===== src/hjps_pkg.sv =====
// Package of shared constants for the shared host/test serial port
package hjps_pkg;
  // Serial word width on the host serial port
  localparam int unsigned WORD_W       = 16;
  // Bit counter width
  localparam int unsigned CNT_W        = 5;
  // Host clock divider: half period of link clock in core cycles
  localparam int unsigned SCLK_HALF    = 8;
  localparam logic [7:0]  SCLK_HALF_C  = 8'h08;
  // Test instruction register width
  localparam int unsigned IR_W         = 4;
  // Reset value of the device status word
  localparam logic [15:0] STATUS_RST   = 16'h0000;
  // Reset value of configuration word
  localparam logic [15:0] CONFIG_RST   = 16'h0000;
  // Identification value returned in test mode, arbitrary value
  localparam logic [31:0] TEST_IDCODE  = 32'h1234_5671;
  // Test state encodings
  typedef enum logic [3:0] {
    TAP_RESET  = 4'h0,
    TAP_IDLE   = 4'h1,
    TAP_SELDR  = 4'h2,
    TAP_CAPDR  = 4'h3,
    TAP_SHDR   = 4'h4,
    TAP_EX1DR  = 4'h5,
    TAP_PAUSDR = 4'h6,
    TAP_EX2DR  = 4'h7,
    TAP_UPDDR  = 4'h8,
    TAP_SELIR  = 4'h9,
    TAP_CAPIR  = 4'hA,
    TAP_SHIR   = 4'hB,
    TAP_EX1IR  = 4'hC,
    TAP_PAUSIR = 4'hD,
    TAP_EX2IR  = 4'hE,
    TAP_UPDIR  = 4'hF
  } hjps_tap_e;
endpackage


===== src/hjps_link_if.sv =====
// Interface joining the device end and the host/test controller end
`timescale 1ns/1ps
interface hjps_link_if;
  logic serialClk;         // Bit clock, driven by the controller
  logic selectN;           // Chip select (host) or mode select line (test)
  logic sharedSerialIn;    // Controller to device data
  logic sharedSerialOut;   // Device to controller data value
  logic sharedSerialOutOe; // Device output enable
  logic portSelect;        // High selects test mode
  logic resetN;            // Active-low reset pin
  logic lineSwitchLockEnable; // Switch-line locking enable pin
  modport device (input serialClk, selectN, sharedSerialIn, portSelect, resetN, lineSwitchLockEnable,
                  output sharedSerialOut, sharedSerialOutOe);
  modport host (output serialClk, selectN, sharedSerialIn, portSelect, resetN, lineSwitchLockEnable,
                input sharedSerialOut, sharedSerialOutOe);
endinterface


===== src/hjps_sync2.sv =====
// Two-flop synchroniser for a group of pin levels
`timescale 1ns/1ps
module hjps_sync2 #(
  parameter int unsigned W = 1
) (
  // Clock and reset
  input  wire logic         core_clk,
  input  wire logic         sys_rst,
  // Asynchronous levels in, synchronised out
  input  wire logic [W-1:0] asyncIn,
  output logic      [W-1:0] syncOut
);
  logic [W-1:0] stage1_r; // First stage, read only by second stage
  logic [W-1:0] stage2_r; // Second stage
  // Register both stages
  always_ff @(posedge core_clk) begin
    if (sys_rst) begin
      stage1_r <= '0;
      stage2_r <= '0;
    end else begin
      stage1_r <= asyncIn;
      stage2_r <= stage1_r;
    end
  end
  assign syncOut = stage2_r;
endmodule


===== src/hjps_device.sv =====
// Device end: shared host serial / test access port with reset handling
// Notes on behaviour
// - Host mode reset low: defaults, outputs released
// - Host mode reset high: normal operation resumes
// - Test mode reset low: defaults, test sequence reset
// - Test sequence resumes only after reset release
// - Select high: shared pins become test port
// - Select low: shared pins are host port
// - Test mode: output pin carries test data out
// - Host mode: output pin returns read data
// - Test mode: controller supplies test data in
// - Host mode: host sends address then data
// - Test mode: select pin is mode select
// - Host mode: select pin is active-low chip select
// - Test mode: clock pin is test clock
// - All bits move with external bit clock
// - Switch-line locking follows its enable input while reset pin is high, forced off while it is low
`timescale 1ns/1ps
module hjps_device (
  // Clock and reset
  input  wire logic        core_clk,
  input  wire logic        sys_rst,
  // Link to controller
  hjps_link_if.device      link,
  // User side
  output logic             functionalActive, // Blocks out of default state
  output logic             testMode,         // Port in test role
  output logic             lineSwitchLock,   // Switch-line locking enabled
  output logic [15:0]      configWord,       // Last written configuration word
  output logic [15:0]      configAddr,       // Address word of last access, read or write
  output logic             configStrobe,     // One-cycle pulse on a write
  input  wire logic [15:0] statusWord        // Status returned on reads
);
  // Synchronised pins: clk, sel, din, mode, rstn, swen
  logic [5:0] pinSync;
  logic sclkS, selS, dinS, modeS, rstnS, swenS;
  hjps_sync2 #(.W(6)) uSync (
    .core_clk (core_clk),
    .sys_rst  (sys_rst),
    .asyncIn  ({link.serialClk, link.selectN, link.sharedSerialIn, link.portSelect, link.resetN,
                link.lineSwitchLockEnable}),
    .syncOut  (pinSync)
  );
  assign {sclkS, selS, dinS, modeS, rstnS, swenS} = pinSync;

  // State registers
  logic                 sclkPrev_r, sclkPrev_nxt;  // Previous clock level for edge detect
  logic                 inReset_r, inReset_nxt;    // Blocks held at default
  logic                 active_r, active_nxt;      // Blocks out of default state
  logic                 mode_r, mode_nxt;          // Port role
  logic                 swen_r, swen_nxt;          // Switch-line lock
  logic [4:0]           bitCnt_r, bitCnt_nxt;      // Bits of current word
  logic                 haveAddr_r, haveAddr_nxt;  // Address word received
  logic                 rdCmd_r, rdCmd_nxt;        // Current access is a read
  logic [15:0]          shIn_r, shIn_nxt;          // Input shift register
  logic [15:0]          shOut_r, shOut_nxt;        // Output shift register
  logic [15:0]          addr_r, addr_nxt;          // Captured address
  logic [15:0]          cfg_r, cfg_nxt;            // Configuration word
  logic                 strobe_r, strobe_nxt;      // Write pulse
  logic                 sdo_r, sdo_nxt;            // Output pin value
  logic                 oe_r, oe_nxt;              // Output pin enable
  hjps_pkg::hjps_tap_e  tap_r, tap_nxt;            // Test state
  logic [3:0]           ir_r, ir_nxt;              // Instruction register
  logic [31:0]          dr_r, dr_nxt;              // Data register
  logic                 rise, fall;                // Clock edges
  logic                 tms;                       // Select pin as mode select

  assign rise = sclkS & ~sclkPrev_r;
  assign fall = ~sclkS & sclkPrev_r;
  assign tms  = selS;

  // Next-state logic for both port roles
  always_comb begin
    sclkPrev_nxt = sclkS;
    inReset_nxt  = ~rstnS;
    active_nxt   = rstnS;
    mode_nxt     = modeS;
    swen_nxt     = swenS & rstnS;
    bitCnt_nxt   = bitCnt_r;
    haveAddr_nxt = haveAddr_r;
    rdCmd_nxt    = rdCmd_r;
    shIn_nxt     = shIn_r;
    shOut_nxt    = shOut_r;
    addr_nxt     = addr_r;
    cfg_nxt      = cfg_r;
    strobe_nxt   = 1'b0;
    sdo_nxt      = sdo_r;
    oe_nxt       = 1'b0;
    tap_nxt      = tap_r;
    ir_nxt       = ir_r;
    dr_nxt       = dr_r;
    if (inReset_r) begin
      // Defaults everywhere, output released
      bitCnt_nxt   = '0;
      haveAddr_nxt = 1'b0;
      rdCmd_nxt    = 1'b0;
      shIn_nxt     = '0;
      shOut_nxt    = '0;
      addr_nxt     = '0;
      cfg_nxt      = hjps_pkg::CONFIG_RST;
      sdo_nxt      = 1'b0;
      tap_nxt      = hjps_pkg::TAP_RESET;
      ir_nxt       = '0;
      dr_nxt       = '0;
    end else if (mode_r) begin
      // Test role
      oe_nxt = 1'b1;
      if (rise) begin
        case (tap_r)
          hjps_pkg::TAP_RESET:  tap_nxt = tms ? hjps_pkg::TAP_RESET : hjps_pkg::TAP_IDLE;
          hjps_pkg::TAP_IDLE:   tap_nxt = tms ? hjps_pkg::TAP_SELDR : hjps_pkg::TAP_IDLE;
          hjps_pkg::TAP_SELDR:  tap_nxt = tms ? hjps_pkg::TAP_SELIR : hjps_pkg::TAP_CAPDR;
          hjps_pkg::TAP_CAPDR: begin
            dr_nxt  = (ir_r == '0) ? hjps_pkg::TEST_IDCODE : {16'h0000, cfg_r};
            tap_nxt = tms ? hjps_pkg::TAP_EX1DR : hjps_pkg::TAP_SHDR;
          end
          hjps_pkg::TAP_SHDR: begin
            dr_nxt  = {dinS, dr_r[31:1]};
            tap_nxt = tms ? hjps_pkg::TAP_EX1DR : hjps_pkg::TAP_SHDR;
          end
          hjps_pkg::TAP_EX1DR:  tap_nxt = tms ? hjps_pkg::TAP_UPDDR : hjps_pkg::TAP_PAUSDR;
          hjps_pkg::TAP_PAUSDR: tap_nxt = tms ? hjps_pkg::TAP_EX2DR : hjps_pkg::TAP_PAUSDR;
          hjps_pkg::TAP_EX2DR:  tap_nxt = tms ? hjps_pkg::TAP_UPDDR : hjps_pkg::TAP_SHDR;
          hjps_pkg::TAP_UPDDR:  tap_nxt = tms ? hjps_pkg::TAP_SELDR : hjps_pkg::TAP_IDLE;
          hjps_pkg::TAP_SELIR:  tap_nxt = tms ? hjps_pkg::TAP_RESET : hjps_pkg::TAP_CAPIR;
          hjps_pkg::TAP_CAPIR: begin
            dr_nxt  = 32'h0000_0001;
            tap_nxt = tms ? hjps_pkg::TAP_EX1IR : hjps_pkg::TAP_SHIR;
          end
          hjps_pkg::TAP_SHIR: begin
            dr_nxt  = {28'h0000000, dinS, dr_r[3:1]};
            tap_nxt = tms ? hjps_pkg::TAP_EX1IR : hjps_pkg::TAP_SHIR;
          end
          hjps_pkg::TAP_EX1IR:  tap_nxt = tms ? hjps_pkg::TAP_UPDIR : hjps_pkg::TAP_PAUSIR;
          hjps_pkg::TAP_PAUSIR: tap_nxt = tms ? hjps_pkg::TAP_EX2IR : hjps_pkg::TAP_PAUSIR;
          hjps_pkg::TAP_EX2IR:  tap_nxt = tms ? hjps_pkg::TAP_UPDIR : hjps_pkg::TAP_SHIR;
          hjps_pkg::TAP_UPDIR: begin
            ir_nxt  = dr_r[3:0];
            tap_nxt = tms ? hjps_pkg::TAP_SELDR : hjps_pkg::TAP_IDLE;
          end
          default:              tap_nxt = hjps_pkg::TAP_RESET;
        endcase
      end
      if (fall) begin
        sdo_nxt = dr_r[0];
      end
    end else begin
      // Host role: select low frames an access
      tap_nxt = hjps_pkg::TAP_RESET;
      if (selS) begin
        bitCnt_nxt   = '0;
        haveAddr_nxt = 1'b0;
        rdCmd_nxt    = 1'b0;
      end else begin
        oe_nxt = rdCmd_r & haveAddr_r;
        if (rise) begin
          shIn_nxt = {shIn_r[14:0], dinS};
          if (bitCnt_r == 5'h0F) begin
            bitCnt_nxt = '0;
            if (!haveAddr_r) begin
              // Address word: MSB flags read
              addr_nxt     = {shIn_r[14:0], dinS};
              rdCmd_nxt    = shIn_r[14];
              haveAddr_nxt = 1'b1;
              shOut_nxt    = statusWord;
            end else if (!rdCmd_r) begin
              cfg_nxt    = {shIn_r[14:0], dinS};
              strobe_nxt = 1'b1;
            end else begin
              shOut_nxt = statusWord;
            end
          end else begin
            bitCnt_nxt = bitCnt_r + 5'h01;
          end
        end
        if (fall && haveAddr_r && rdCmd_r) begin
          sdo_nxt   = shOut_r[15];
          shOut_nxt = {shOut_r[14:0], 1'b0};
        end
      end
    end
  end

  // Register all state
  always_ff @(posedge core_clk) begin
    if (sys_rst) begin
      sclkPrev_r <= 1'b0;
      inReset_r  <= 1'b1;
      active_r   <= 1'b0;
      mode_r     <= 1'b0;
      swen_r     <= 1'b0;
      bitCnt_r   <= '0;
      haveAddr_r <= 1'b0;
      rdCmd_r    <= 1'b0;
      shIn_r     <= '0;
      shOut_r    <= '0;
      addr_r     <= '0;
      cfg_r      <= hjps_pkg::CONFIG_RST;
      strobe_r   <= 1'b0;
      sdo_r      <= 1'b0;
      oe_r       <= 1'b0;
      tap_r      <= hjps_pkg::TAP_RESET;
      ir_r       <= '0;
      dr_r       <= '0;
    end else begin
      sclkPrev_r <= sclkPrev_nxt;
      inReset_r  <= inReset_nxt;
      active_r   <= active_nxt;
      mode_r     <= mode_nxt;
      swen_r     <= swen_nxt;
      bitCnt_r   <= bitCnt_nxt;
      haveAddr_r <= haveAddr_nxt;
      rdCmd_r    <= rdCmd_nxt;
      shIn_r     <= shIn_nxt;
      shOut_r    <= shOut_nxt;
      addr_r     <= addr_nxt;
      cfg_r      <= cfg_nxt;
      strobe_r   <= strobe_nxt;
      sdo_r      <= sdo_nxt;
      oe_r       <= oe_nxt;
      tap_r      <= tap_nxt;
      ir_r       <= ir_nxt;
      dr_r       <= dr_nxt;
    end
  end

  // Outputs straight from flops
  assign link.sharedSerialOut   = sdo_r;
  assign link.sharedSerialOutOe = oe_r;
  assign functionalActive       = active_r;
  assign testMode               = mode_r;
  assign lineSwitchLock         = swen_r;
  assign configWord             = cfg_r;
  assign configAddr             = addr_r;
  assign configStrobe           = strobe_r;
endmodule


===== src/flat_wrapper.sv =====
// flat-port wrapper written by rule: the top's interface ports become plain ports
module hjps_device_flat 
  (core_clk, sys_rst, functionalActive, testMode, lineSwitchLock, configWord, configAddr, configStrobe, statusWord, link_serialClk, link_selectN, link_sharedSerialIn, link_portSelect, link_resetN, link_lineSwitchLockEnable, link_sharedSerialOut, link_sharedSerialOutOe);
  hjps_link_if link_i ();
  input  wire logic core_clk;
  input  wire logic sys_rst;
  output logic functionalActive;
  output logic testMode;
  output logic lineSwitchLock;
  output logic [15:0] configWord;
  output logic [15:0] configAddr;
  output logic configStrobe;
  input  wire logic [15:0] statusWord;
  input wire logic [$bits(link_i.serialClk)-1:0] link_serialClk;
  input wire logic [$bits(link_i.selectN)-1:0] link_selectN;
  input wire logic [$bits(link_i.sharedSerialIn)-1:0] link_sharedSerialIn;
  input wire logic [$bits(link_i.portSelect)-1:0] link_portSelect;
  input wire logic [$bits(link_i.resetN)-1:0] link_resetN;
  input wire logic [$bits(link_i.lineSwitchLockEnable)-1:0] link_lineSwitchLockEnable;
  output wire logic [$bits(link_i.sharedSerialOut)-1:0] link_sharedSerialOut;
  output wire logic [$bits(link_i.sharedSerialOutOe)-1:0] link_sharedSerialOutOe;
  assign link_i.serialClk = link_serialClk;
  assign link_i.selectN = link_selectN;
  assign link_i.sharedSerialIn = link_sharedSerialIn;
  assign link_i.portSelect = link_portSelect;
  assign link_i.resetN = link_resetN;
  assign link_i.lineSwitchLockEnable = link_lineSwitchLockEnable;
  assign link_sharedSerialOut = link_i.sharedSerialOut;
  assign link_sharedSerialOutOe = link_i.sharedSerialOutOe;
  hjps_device u_core (.core_clk(core_clk), .sys_rst(sys_rst), .link(link_i), .functionalActive(functionalActive), .testMode(testMode), .lineSwitchLock(lineSwitchLock), .configWord(configWord), .configAddr(configAddr), .configStrobe(configStrobe), .statusWord(statusWord));
endmodule

===== config.mk =====
export PLATFORM = sky130hd
export DESIGN_NAME = hjps_device_flat
export DESIGN_NICKNAME = d
export VERILOG_FILES = /design/src/hjps_pkg.sv /design/src/hjps_link_if.sv /design/src/hjps_sync2.sv /design/src/hjps_device.sv /design/src/flat_wrapper.sv
export SDC_FILE = /design/constraint.sdc
export NUM_CORES = 1
export LEC_CHECK = 0
export BUFFER_PORTS_ARGS = -buffer_cell sky130_fd_sc_hd__buf_2
export CORE_MARGIN = 4
export CORE_UTILIZATION = 25
export CTS_CLUSTER_DIAMETER = 120
export DETAILED_ROUTE_END_ITERATION = 10
export GPL_TIMING_DRIVEN = 0
export MAX_ROUTING_LAYER = met4
export PLACE_DENSITY_LB_ADDON = 0.08
export SLEW_MARGIN = 20
export SYNTH_ARGS = -nofsm -noshare
export SYNTH_HDL_FRONTEND = slang
export SYNTH_HIERARCHICAL = 1
export SYNTH_SLANG_ARGS = --single-unit
export TNS_END_PERCENT = 50

===== constraint.sdc =====
create_clock -name core_clk -period 2.2 [get_ports core_clk]
set_input_delay 0.33 -clock core_clk [delete_from_list [all_inputs] [get_ports core_clk]]
set_output_delay 0.33 -clock core_clk [all_outputs]
set_load 0.005 [all_outputs]

==> results.cfg, run 1 <==
[sta]
final.setup.tns_ns = 0
fin_skew_ns = 0.01102
hold_viol = 0
maxClockFrequency_ghz = 0.5021
worst_slew_pin_slew_ns = 0.7031
rsz0062_at_grt = no
setup_viol = 0
period_share = 0.9053
slew_violations = 0
layout_min_cycle_time_ns = 1.992
slew_headroom = 0.5277

[power_and_ir_drop]
power_leakage_nw = 2.358
ir_drop_mv = 0.5287
power_mw = 5.293
powerDensity_nw_per_um2 = 794.0

[final_layout]
utilization = 0.3151
antenna_cells = 0
nFillCells = 2212
drive_gt1_frac = 0.2361
nNetsFinal = 715
stdcell_area_um2 = 6666
syn_to_final_growth_pct = 23.22

[grt]
grt_pass1_wl_mm = 24.93
globalRouteOverflowTotal = 0
grt_use_total = 0.1328
grt_start_max_net_pins = 17
antenna_found_initial = 0
grt_pass1_vias = 4679

[die]
die_h_um = 155.1
core-area_um2 = 21150
die-area_um2 = 24060
boundaryPins = 62
rows = 53
die_w_um = 155.1
start_util = 0.2558

[synth]
yosys_warnings = 6
syn_avg_cell_area_um2 = 8.855
synth.distinct_cells = 53
syn_area_um2 = 5410
yosys-top-cells-area = dfxtp_1, a21oi_1, nand2_1
yosys.area.top_type = dfxtp_1
synth_edf_count = 0
synthArstFlopShare = 0
ys_ff_latch = 130
synth_most_common_cell = dfxtp_1
ys_seq_area_frac = 0.4810
synth_common_cells = dfxtp_1, nand2_1, a21oi_1, a211oi_1, clkbuf_1
synth_fp_nets = 636
ys.flop_type = dfxtp_1
syn_inst = 611
yosys.area.top_type_share = 0.4810

[critical_path]
crit_top_cell = buf_2
crit_path_max_fanout = 10
worstSetupStartpoint = u_core/bitCnt_r[0]
reg2reg_slack_ns = 0.21
critical_path_class = register to register
worst_setup_path_start_kind = register
critPathTopFamily = compound AO/OA/AOI/OAI gates
cp_num_cells = 7
max_stage_delay_ns = 0.36
r2r-start = u_core/bitCnt_r[0]
crit_buf_inv = 2
end_kind = register
crit_slowest_cell = dfxtp_1
required_ns = 2.47
crit_path_cell_trace = ha_1, nand3b_1, o21ai_2, and2_1, buf_2, buf_2, a211oi_1
reg2reg_depth = 7
r2r-end = u_core/shOut_r[3]
cp-endpoint = u_core/shOut_r[3]
arrival_ns = 2.26

[clocking]
clock_path_buffers = 2
htreeDepth = 4
cts.sinks = 130
cts_tree = built
root_buffer = clkbuf_16
insertion_delay_ns = 0.42
numCtsBuffers = 17
clk_pin_slew_ns = 0.06

[detailed_routing]
dr.pass1.iters = 4
drc = 0
routed_wl_mm = 15.18
detail-route-antenna-nets = 0
via_per_inst = 4.703
routed-via-count = 4600
wire_per_inst_um = 15.52
dr.first_iter.drc_count = 294

[placed_design]
hpwl_mm = 10.87
placed_area_um2 = 6065
numPortBuffers = 61
gp_congestion = 0.7787

[worst_hold_path]
hold_path.class = input port to register

[flow_run]
maxCapViolCount = 0

[status]
status = completed
worst reg2reg max path: stages, from the launching register on:
cell and delay [ns]:
dfxtp_1 0.36, ha_1 0.23, nand3b_1 0.21, o21ai_2 0.35
and2_1 0.17, buf_2 0.17, buf_2 0.25, a211oi_1 0.11
cells in the final DEF, fill, tap and decap left out, types with 9 or more instances in the layout:
| cell type | netlist | layout |
|---|---|---|
| mux2i_1 | 20 | 20 |
| buf_2 | 16 | 77 |
| a21oi_1 | 83 | 83 |
| nand3_1 | 11 | 11 |
| o21ai_1 | 11 | 10 |
| a211oi_1 | 38 | 37 |
| a22oi_1 | 9 | 9 |
| clkbuf_1 | 29 | 26 |
| dfxtp_1 | 130 | 130 |
| nor2_1 | 26 | 25 |
| nand2_1 | 107 | 107 |
| nor2b_2 | 8 | 9 |
| clkbuf_16 | 0 | 17 |
| a21oi_2 | 20 | 20 |
worst min-delay path by stage:
stage / slack (ns) / start / cells past startpoint / endpoint
CTS: 0.10 / link_selectN / 2 / u_core/uSync/stage1_r[4]
finish: 0.12 / link_resetN / 2 / u_core/uSync/stage1_r[1]
global route: 0.11 / link_serialClk / 2 / u_core/uSync/stage1_r[5]
global placement: 0.41 / u_core/uSync/syncOut[0] / 1 / u_core/lineSwitchLock
detailed placement: 0.42 / u_core/uSync/syncOut[1] / 1 / u_core/inReset_r
floorplan: 0.38 / u_core/uSync/syncOut[1] / 1 / u_core/inReset_r
registers in the layout (all words and copies together) (netlist names), 4 cells and up:
name and count:
u_core/ir_r 4, u_core/configAddr 16, u_core/bitCnt_r 5, u_core/uSync/stage1_r 6, u_core/shOut_r 16, u_core/tap_r 4
u_core/configWord 16, u_core/dr_r 32, u_core/uSync/syncOut 6, u_core/shIn_r 15
cells by family (layout without fill, tap and decap cells):
group           after synthesis  in the layout  synth area share
flops                       130            130            0.4810
mux                          21             21           0.03908
buf+inv                      58            150           0.05227
xor+xnor                      2              2          0.003238
compound gates              195            195            0.2310
simple gates                204            204            0.1910
fa+ha+maj                     1              1          0.002312
layout make-up:
| class | count | area, um2 | area share |
|---|---|---|---|
| clock buffer | 18 | 429.2 | 0.06438 |
| timing repair buffer | 61 | 305.3 | 0.04580 |
| buffer | 50 | 256.5 | 0.03848 |
| inverter | 7 | 26.28 | 0.003941 |
| clock inverter | 14 | 155.1 | 0.02327 |
| tap | 275 | 344.1 | 0.05161 |
| multi-input combinational | 423 | 2547 | 0.3821 |
| sequential | 130 | 2603 | 0.3904 |
through the flow:
| step | setup WS (ns) | instances | hold WS (ns) |
|---|---|---|---|
| after floorplan | 0.4347 | 611 | 0.3765 |
| after global placement | -0.3250 | 947 | 0.4098 |
| after detailed placement | -0.3178 | 947 | 0.4227 |
| after CTS | 0.1004 | 979 | 0.1031 |
| after global routing | 0.05078 | 978 | 0.1098 |
| final | 0.2083 | 978 | 0.1196 |
power breakdown:
| group | leakage [nW] | switching [mW] | internal, mW |
|---|---|---|---|
| clock network | 0.281 | 1.13 | 1.68 |
| logic | 1.03 | 0.0643 | 0.0472 |
| registers | 1.05 | 0.00828 | 2.37 |
| total | 2.36 | 1.20 | 4.09 |
timing repair:
| item | CTS | global route |
|---|---|---|
| resized for setup | 3 | 5 |
| buffers inserted | 0 | 0 |
| endpoints found under the setup margin | 27 | 30 |
| hold buffers | 0 | 0 |
| pin swaps | 0 | 0 |
per-layer routing:
| layer | part of all wire | up-vias | GRT usage |
|---|---|---|---|
| li1 | - | 2320 | - |
| met1 | 0.51 | 2172 | 0.1788 |
| met2 | 0.45 | 92 | 0.1986 |
| met3 | 0.031 | 16 | 0.02559 |
| met4 | 0.016 | 0 | 0.04878 |
| met5 | 0 | - | - |
(Power assumes the default switching activity.)
==> run 2, diff against run 1 <==
--- a/config.mk
+++ b/config.mk
@@ -6,6 +6,8 @@
 export NUM_CORES = 1
 export LEC_CHECK = 0
 export BUFFER_PORTS_ARGS = -buffer_cell sky130_fd_sc_hd__buf_2
+export CELL_PAD_IN_SITES_DETAIL_PLACEMENT = 1
+export CELL_PAD_IN_SITES_GLOBAL_PLACEMENT = 1
 export CORE_MARGIN = 4
 export CORE_UTILIZATION = 25
 export CTS_CLUSTER_DIAMETER = 120
==> results.cfg, run 2 (synthesized netlist as in run 1, its figures left out) <==
[status]
status = completed

[clocking]
clk_pin_slew_ns = 0.06
post_cts_buffers = 0
htreeDepth = 4
cts.sinks = 130
numCtsBuffers = 17
cts_tree = built
clock_path_buffers = 2
insertion_delay_ns = 0.42
root_buffer = clkbuf_16

[grt]
use_met3 = 0.02420
grt_use_total = 0.1444
grt_pass1_wl_mm = 26.96
top_usage_layer = met2
grt_pass1_vias = 4953
globalRouteOverflowTotal = 0
use_met2 = 0.2234
use_met1 = 0.1942
grt_start_max_net_pins = 17
antenna_found_initial = 0

[critical_path]
crit_path_cell_trace = buf_2, nor4b_4, a21o_1, clkbuf_1, o21a_1, a211oi_1
critical_path_class = register to register
end_kind = register
crit_buf_inv = 2
critPathTopFamily = compound AO/OA/AOI/OAI gates
crit_path_max_fanout = 9
arrival_ns = 2.37
crit_slowest_cell = nor4b_4
max_stage_delay_ns = 0.46
worst_setup_path_start_kind = register
required_ns = 2.47

[placed_design]
dp_worst_setup_slack_ns = -0.2960
placed_area_um2 = 6065
gp_congestion = 0.7388
numPortBuffers = 61
placed_cells_incl_taps = 947
hpwl_mm = 11.71

[final_layout]
syn_to_final_growth_pct = 23.59
fin_cells = 978
antenna_cells = 0
final_common_cell = dfxtp_1
nNetsFinal = 716
largest_register_ffs = 32
largest_register = u_core/dr_r
nFillCells = 2436
stdcell_area_um2 = 6686
drive_gt1_frac = 0.2333
utilization = 0.3161
layout_common_cells = dfxtp_1, nand2_1, a21oi_1

[flow_run]
maxCapViolCount = 0

[die]
boundaryPins = 62
die-area_um2 = 24060
die_w_um = 155.1
rows = 53
core-area_um2 = 21150
start_util = 0.2558
die_h_um = 155.1

[detailed_routing]
drc = 0
dr.first_iter.drc_count = 148
dr.pass1.iters = 4
detail-route-antenna-nets = 0
routed_wl_mm = 16.15
via_per_inst = 4.698
wire_per_inst_um = 16.51
routed-via-count = 4595

[sta]
worst_slew_pin_slew_ns = 0.7568
final.setup.tns_ns = 0
maxClockFrequency_ghz = 0.4758
slew_violations = 0
setup_slack_ns = 0.09806
fin_skew_ns = 0.01304
layout_min_cycle_time_ns = 2.102
period_share = 0.9554
slew_headroom = 0.4946
setup_viol = 0
rsz0062_at_grt = yes
fin_hold_ws_ns = 0.1271
hold_viol = 0

[power_and_ir_drop]
power.switching_mw = 1.150
pwr-share-comb = 0.021
power_leakage_nw = 2.366
power_mw = 5.380
p_int_mw = 4.230
ir_drop_mv = 0.5084
powerDensity_nw_per_um2 = 804.7
clockPowerShare = 0.537
power_frac_seq = 0.442
swShare = 0.2138

[worst_hold_path]
hold_path.class = input port to register
==> run 2: changes by cell type in the layout (fill, tap and decap cells not counted), sizes merged <==
cell | before | now
bufinv | 2 | 3
clkbuf | 46 | 49
clkinv | 7 | 4
inv | 10 | 9
==> run 2: path summary, 6_finish.rpt <==
check                           from                        to  slack, ns  cells after the start
max reg2reg          u_core/tap_r[1]           u_core/dr_r[18]        0.1                      6
min reg2reg  u_core/uSync/syncOut[1]          u_core/inReset_r       0.42                      1
max                  u_core/tap_r[1]           u_core/dr_r[18]        0.1                      6
min                     link_selectN  u_core/uSync/stage1_r[4]       0.13                      2
==> run 2: layout make-up <==
type	count	area, um2	area share
inverter	7	26.28	0.003930
clock buffer	20	446.7	0.06680
timing repair buffer	61	305.3	0.04566
tap	275	344.1	0.05146
clock inverter	11	153.9	0.02302
sequential	130	2603	0.3892
multi-input combinational	423	2547	0.3810
buffer	51	260.3	0.03892
==> run 2: worst register-to-register path, stage by stage, from the launching register on <==
cell and delay, ns:
dfxtp_1 0.30, buf_2 0.18, nor4b_4 0.46, a21o_1 0.13, clkbuf_1 0.40, o21a_1 0.37
a211oi_1 0.12
==> run 2: what timing repair did <==
item	CTS	global route
gates cloned	0	0
endpoints found under the setup margin	20	41
hold buffers	0	0
gates resized for setup	1	8
==> run 2: power by group through the flow <==
stage	clock network, mW	logic [mW]	registers, mW
floorplan	0	0.0681	2.42
global route	3.09	0.128	2.38
global placement	0	0.112	2.43
CTS	2.99	0.115	2.38
detailed placement	0	0.114	2.43
finish	2.89	0.113	2.38
==> run 2: layer usage <==
layer | share of wire | wire length, um | vias up
met1 | 0.51 | 8313 | 2213
met4 | 0.013 | 204 | 0
met3 | 0.018 | 297 | 14
met2 | 0.45 | 7335 | 45
met5 | 0 | 0 | -
li1 | - | - | 2323
==> run 3, diff against run 2 <==
--- a/config.mk
+++ b/config.mk
@@ -5,10 +5,9 @@
 export SDC_FILE = /design/constraint.sdc
 export NUM_CORES = 1
 export LEC_CHECK = 0
-export BUFFER_PORTS_ARGS = -buffer_cell sky130_fd_sc_hd__buf_2
-export CELL_PAD_IN_SITES_DETAIL_PLACEMENT = 1
+export BUFFER_PORTS_ARGS = -buffer_cell sky130_fd_sc_hd__clkbuf_2
+export CELL_PAD_IN_SITES_DETAIL_PLACEMENT = 0
 export CELL_PAD_IN_SITES_GLOBAL_PLACEMENT = 1
-export CORE_MARGIN = 4
 export CORE_UTILIZATION = 25
 export CTS_CLUSTER_DIAMETER = 120
 export DETAILED_ROUTE_END_ITERATION = 10
==> results.cfg, run 3 (synthesized netlist as in run 1, its figures left out) <==
[status]
status = completed

[power_and_ir_drop]
power.switching_mw = 1.166
pwr-share-comb = 0.020
swShare = 0.2125
power_frac_seq = 0.433
power_leakage_nw = 2.346
p_int_mw = 4.323
powerDensity_nw_per_um2 = 818.3
ir_drop_mv = 0.4785
clockPowerShare = 0.547

[die]
rows = 53
die_h_um = 149.1
die-area_um2 = 22230
boundaryPins = 62
start_util = 0.2566
core-area_um2 = 21090
die_w_um = 149.1

[sta]
hold_viol = 0
rsz0062_at_grt = no
fin_skew_ns = 0.01094
slew_headroom = 0.5272
maxClockFrequency_ghz = 0.4827
setup_slack_ns = 0.1284
period_share = 0.9416
setup_viol = 0
fin_hold_ws_ns = 0.1203
slew_violations = 0
layout_min_cycle_time_ns = 2.072
worst_slew_pin_slew_ns = 0.7079

[detailed_routing]
drc = 0
via_per_inst = 4.680
detail-route-antenna-nets = 0
routed_wl_mm = 15.23
dr.pass1.iters = 5
dr.first_iter.drc_count = 269
routed-via-count = 4577
wire_per_inst_um = 15.57

[placed_design]
hpwl_mm = 10.77
placed_area_um2 = 6065
dp_worst_setup_slack_ns = -0.2780
numPortBuffers = 61
gp_congestion = 0.7570

[clocking]
root_buffer = clkbuf_16
cts_tree = built
clock_path_buffers = 2
cts.sinks = 130
clk_pin_slew_ns = 0.06
post_cts_buffers = 0
numCtsBuffers = 17
insertion_delay_ns = 0.42
htreeDepth = 4

[grt]
globalRouteOverflowTotal = 0
antenna_found_initial = 0
grt_use_total = 0.1496
grt_pass1_wl_mm = 24.91
grt_pass1_vias = 4551
grt_start_max_net_pins = 17

[final_layout]
largest_register = u_core/dr_r
layout_common_cells = dfxtp_1, nand2_1, a21oi_1
largest_register_ffs = 32
nNetsFinal = 715
final_common_cell = dfxtp_1
nFillCells = 2252
stdcell_area_um2 = 6709
antenna_cells = 0
syn_to_final_growth_pct = 24.01
utilization = 0.3181
drive_gt1_frac = 0.2319

[worst_hold_path]
hold_path.class = input port to register

[critical_path]
critical_path_class = register to register
arrival_ns = 2.34
worst_setup_path_start_kind = register
crit_path_max_fanout = 10
reg2reg_slack_ns = 0.13
required_ns = 2.47
end_kind = register

[flow_run]
maxCapViolCount = 0
-- run 3: per-layer routing --
metal	vias up	routed length (um)	share of wire	global-route usage
met5	-	0	0	-
li1	2322	-	-	-
met2	69	6763	0.44	0.2193
met1	2167	7759	0.51	0.2016
met4	0	264	0.017	0.05816
met3	19	441	0.029	0.02875
-- run 3: power by group through the flow --
stage               Clock (mW)  Sequential [mW]  Combinational [mW]
floorplan                    0             2.42              0.0681
global placement             0             2.43               0.112
detailed placement           0             2.43               0.112
CTS                       3.09             2.38               0.113
global route              3.20             2.38               0.124
finish                    3.00             2.38               0.112
-- run 3: path summary, 6_finish.rpt --
kind                                         startpoint                        to  cells after the start
worst max register to register         u_core/inReset_r         u_core/shIn_r[11]                      5
worst min register to register  u_core/uSync/syncOut[1]          u_core/inReset_r                      1
worst max-delay path                   u_core/inReset_r         u_core/shIn_r[11]                      5
worst min-delay path                        link_resetN  u_core/uSync/stage1_r[1]                      2
-- run 3: area by class of cell --
type	instances	area [um2]	area share
Tap cell	275	344.1	0.05129
Buffer	50	257.7	0.03842
Sequential cell	130	2603	0.3879
Timing Repair Buffer	61	305.3	0.04551
Inverter	7	26.28	0.003916
Clock buffer	21	440.4	0.06565
Multi-Input combinational cell	423	2552	0.3805
Clock inverter	11	180.2	0.02686
-- run 3: critical path: stages, from the launching register on --
cell      delay (ns)
dfxtp_1         0.33
or2_2           0.10
clkbuf_1        0.43
clkbuf_2        0.41
clkbuf_1        0.56
a21oi_1         0.09
-- run 3: repair_timing --
item	CTS	global route
endpoints found under the setup margin	18	40
hold buffers	0	0
pin swaps	0	0
resized for setup	1	10
-- run 3: per-stage QoR --
step / TNS (ns) / power [mW] / std cells
4_1_cts: 0 / 5.573 / 979
6_report: 0 / 5.490 / 978
5_1_grt: 0 / 5.696 / 978
3_5_place_dp: -6.668 / 2.540 / 947
3_3_place_gp: -7.423 / 2.540 / 947
2_1_floorplan: 0 / 2.491 / 611
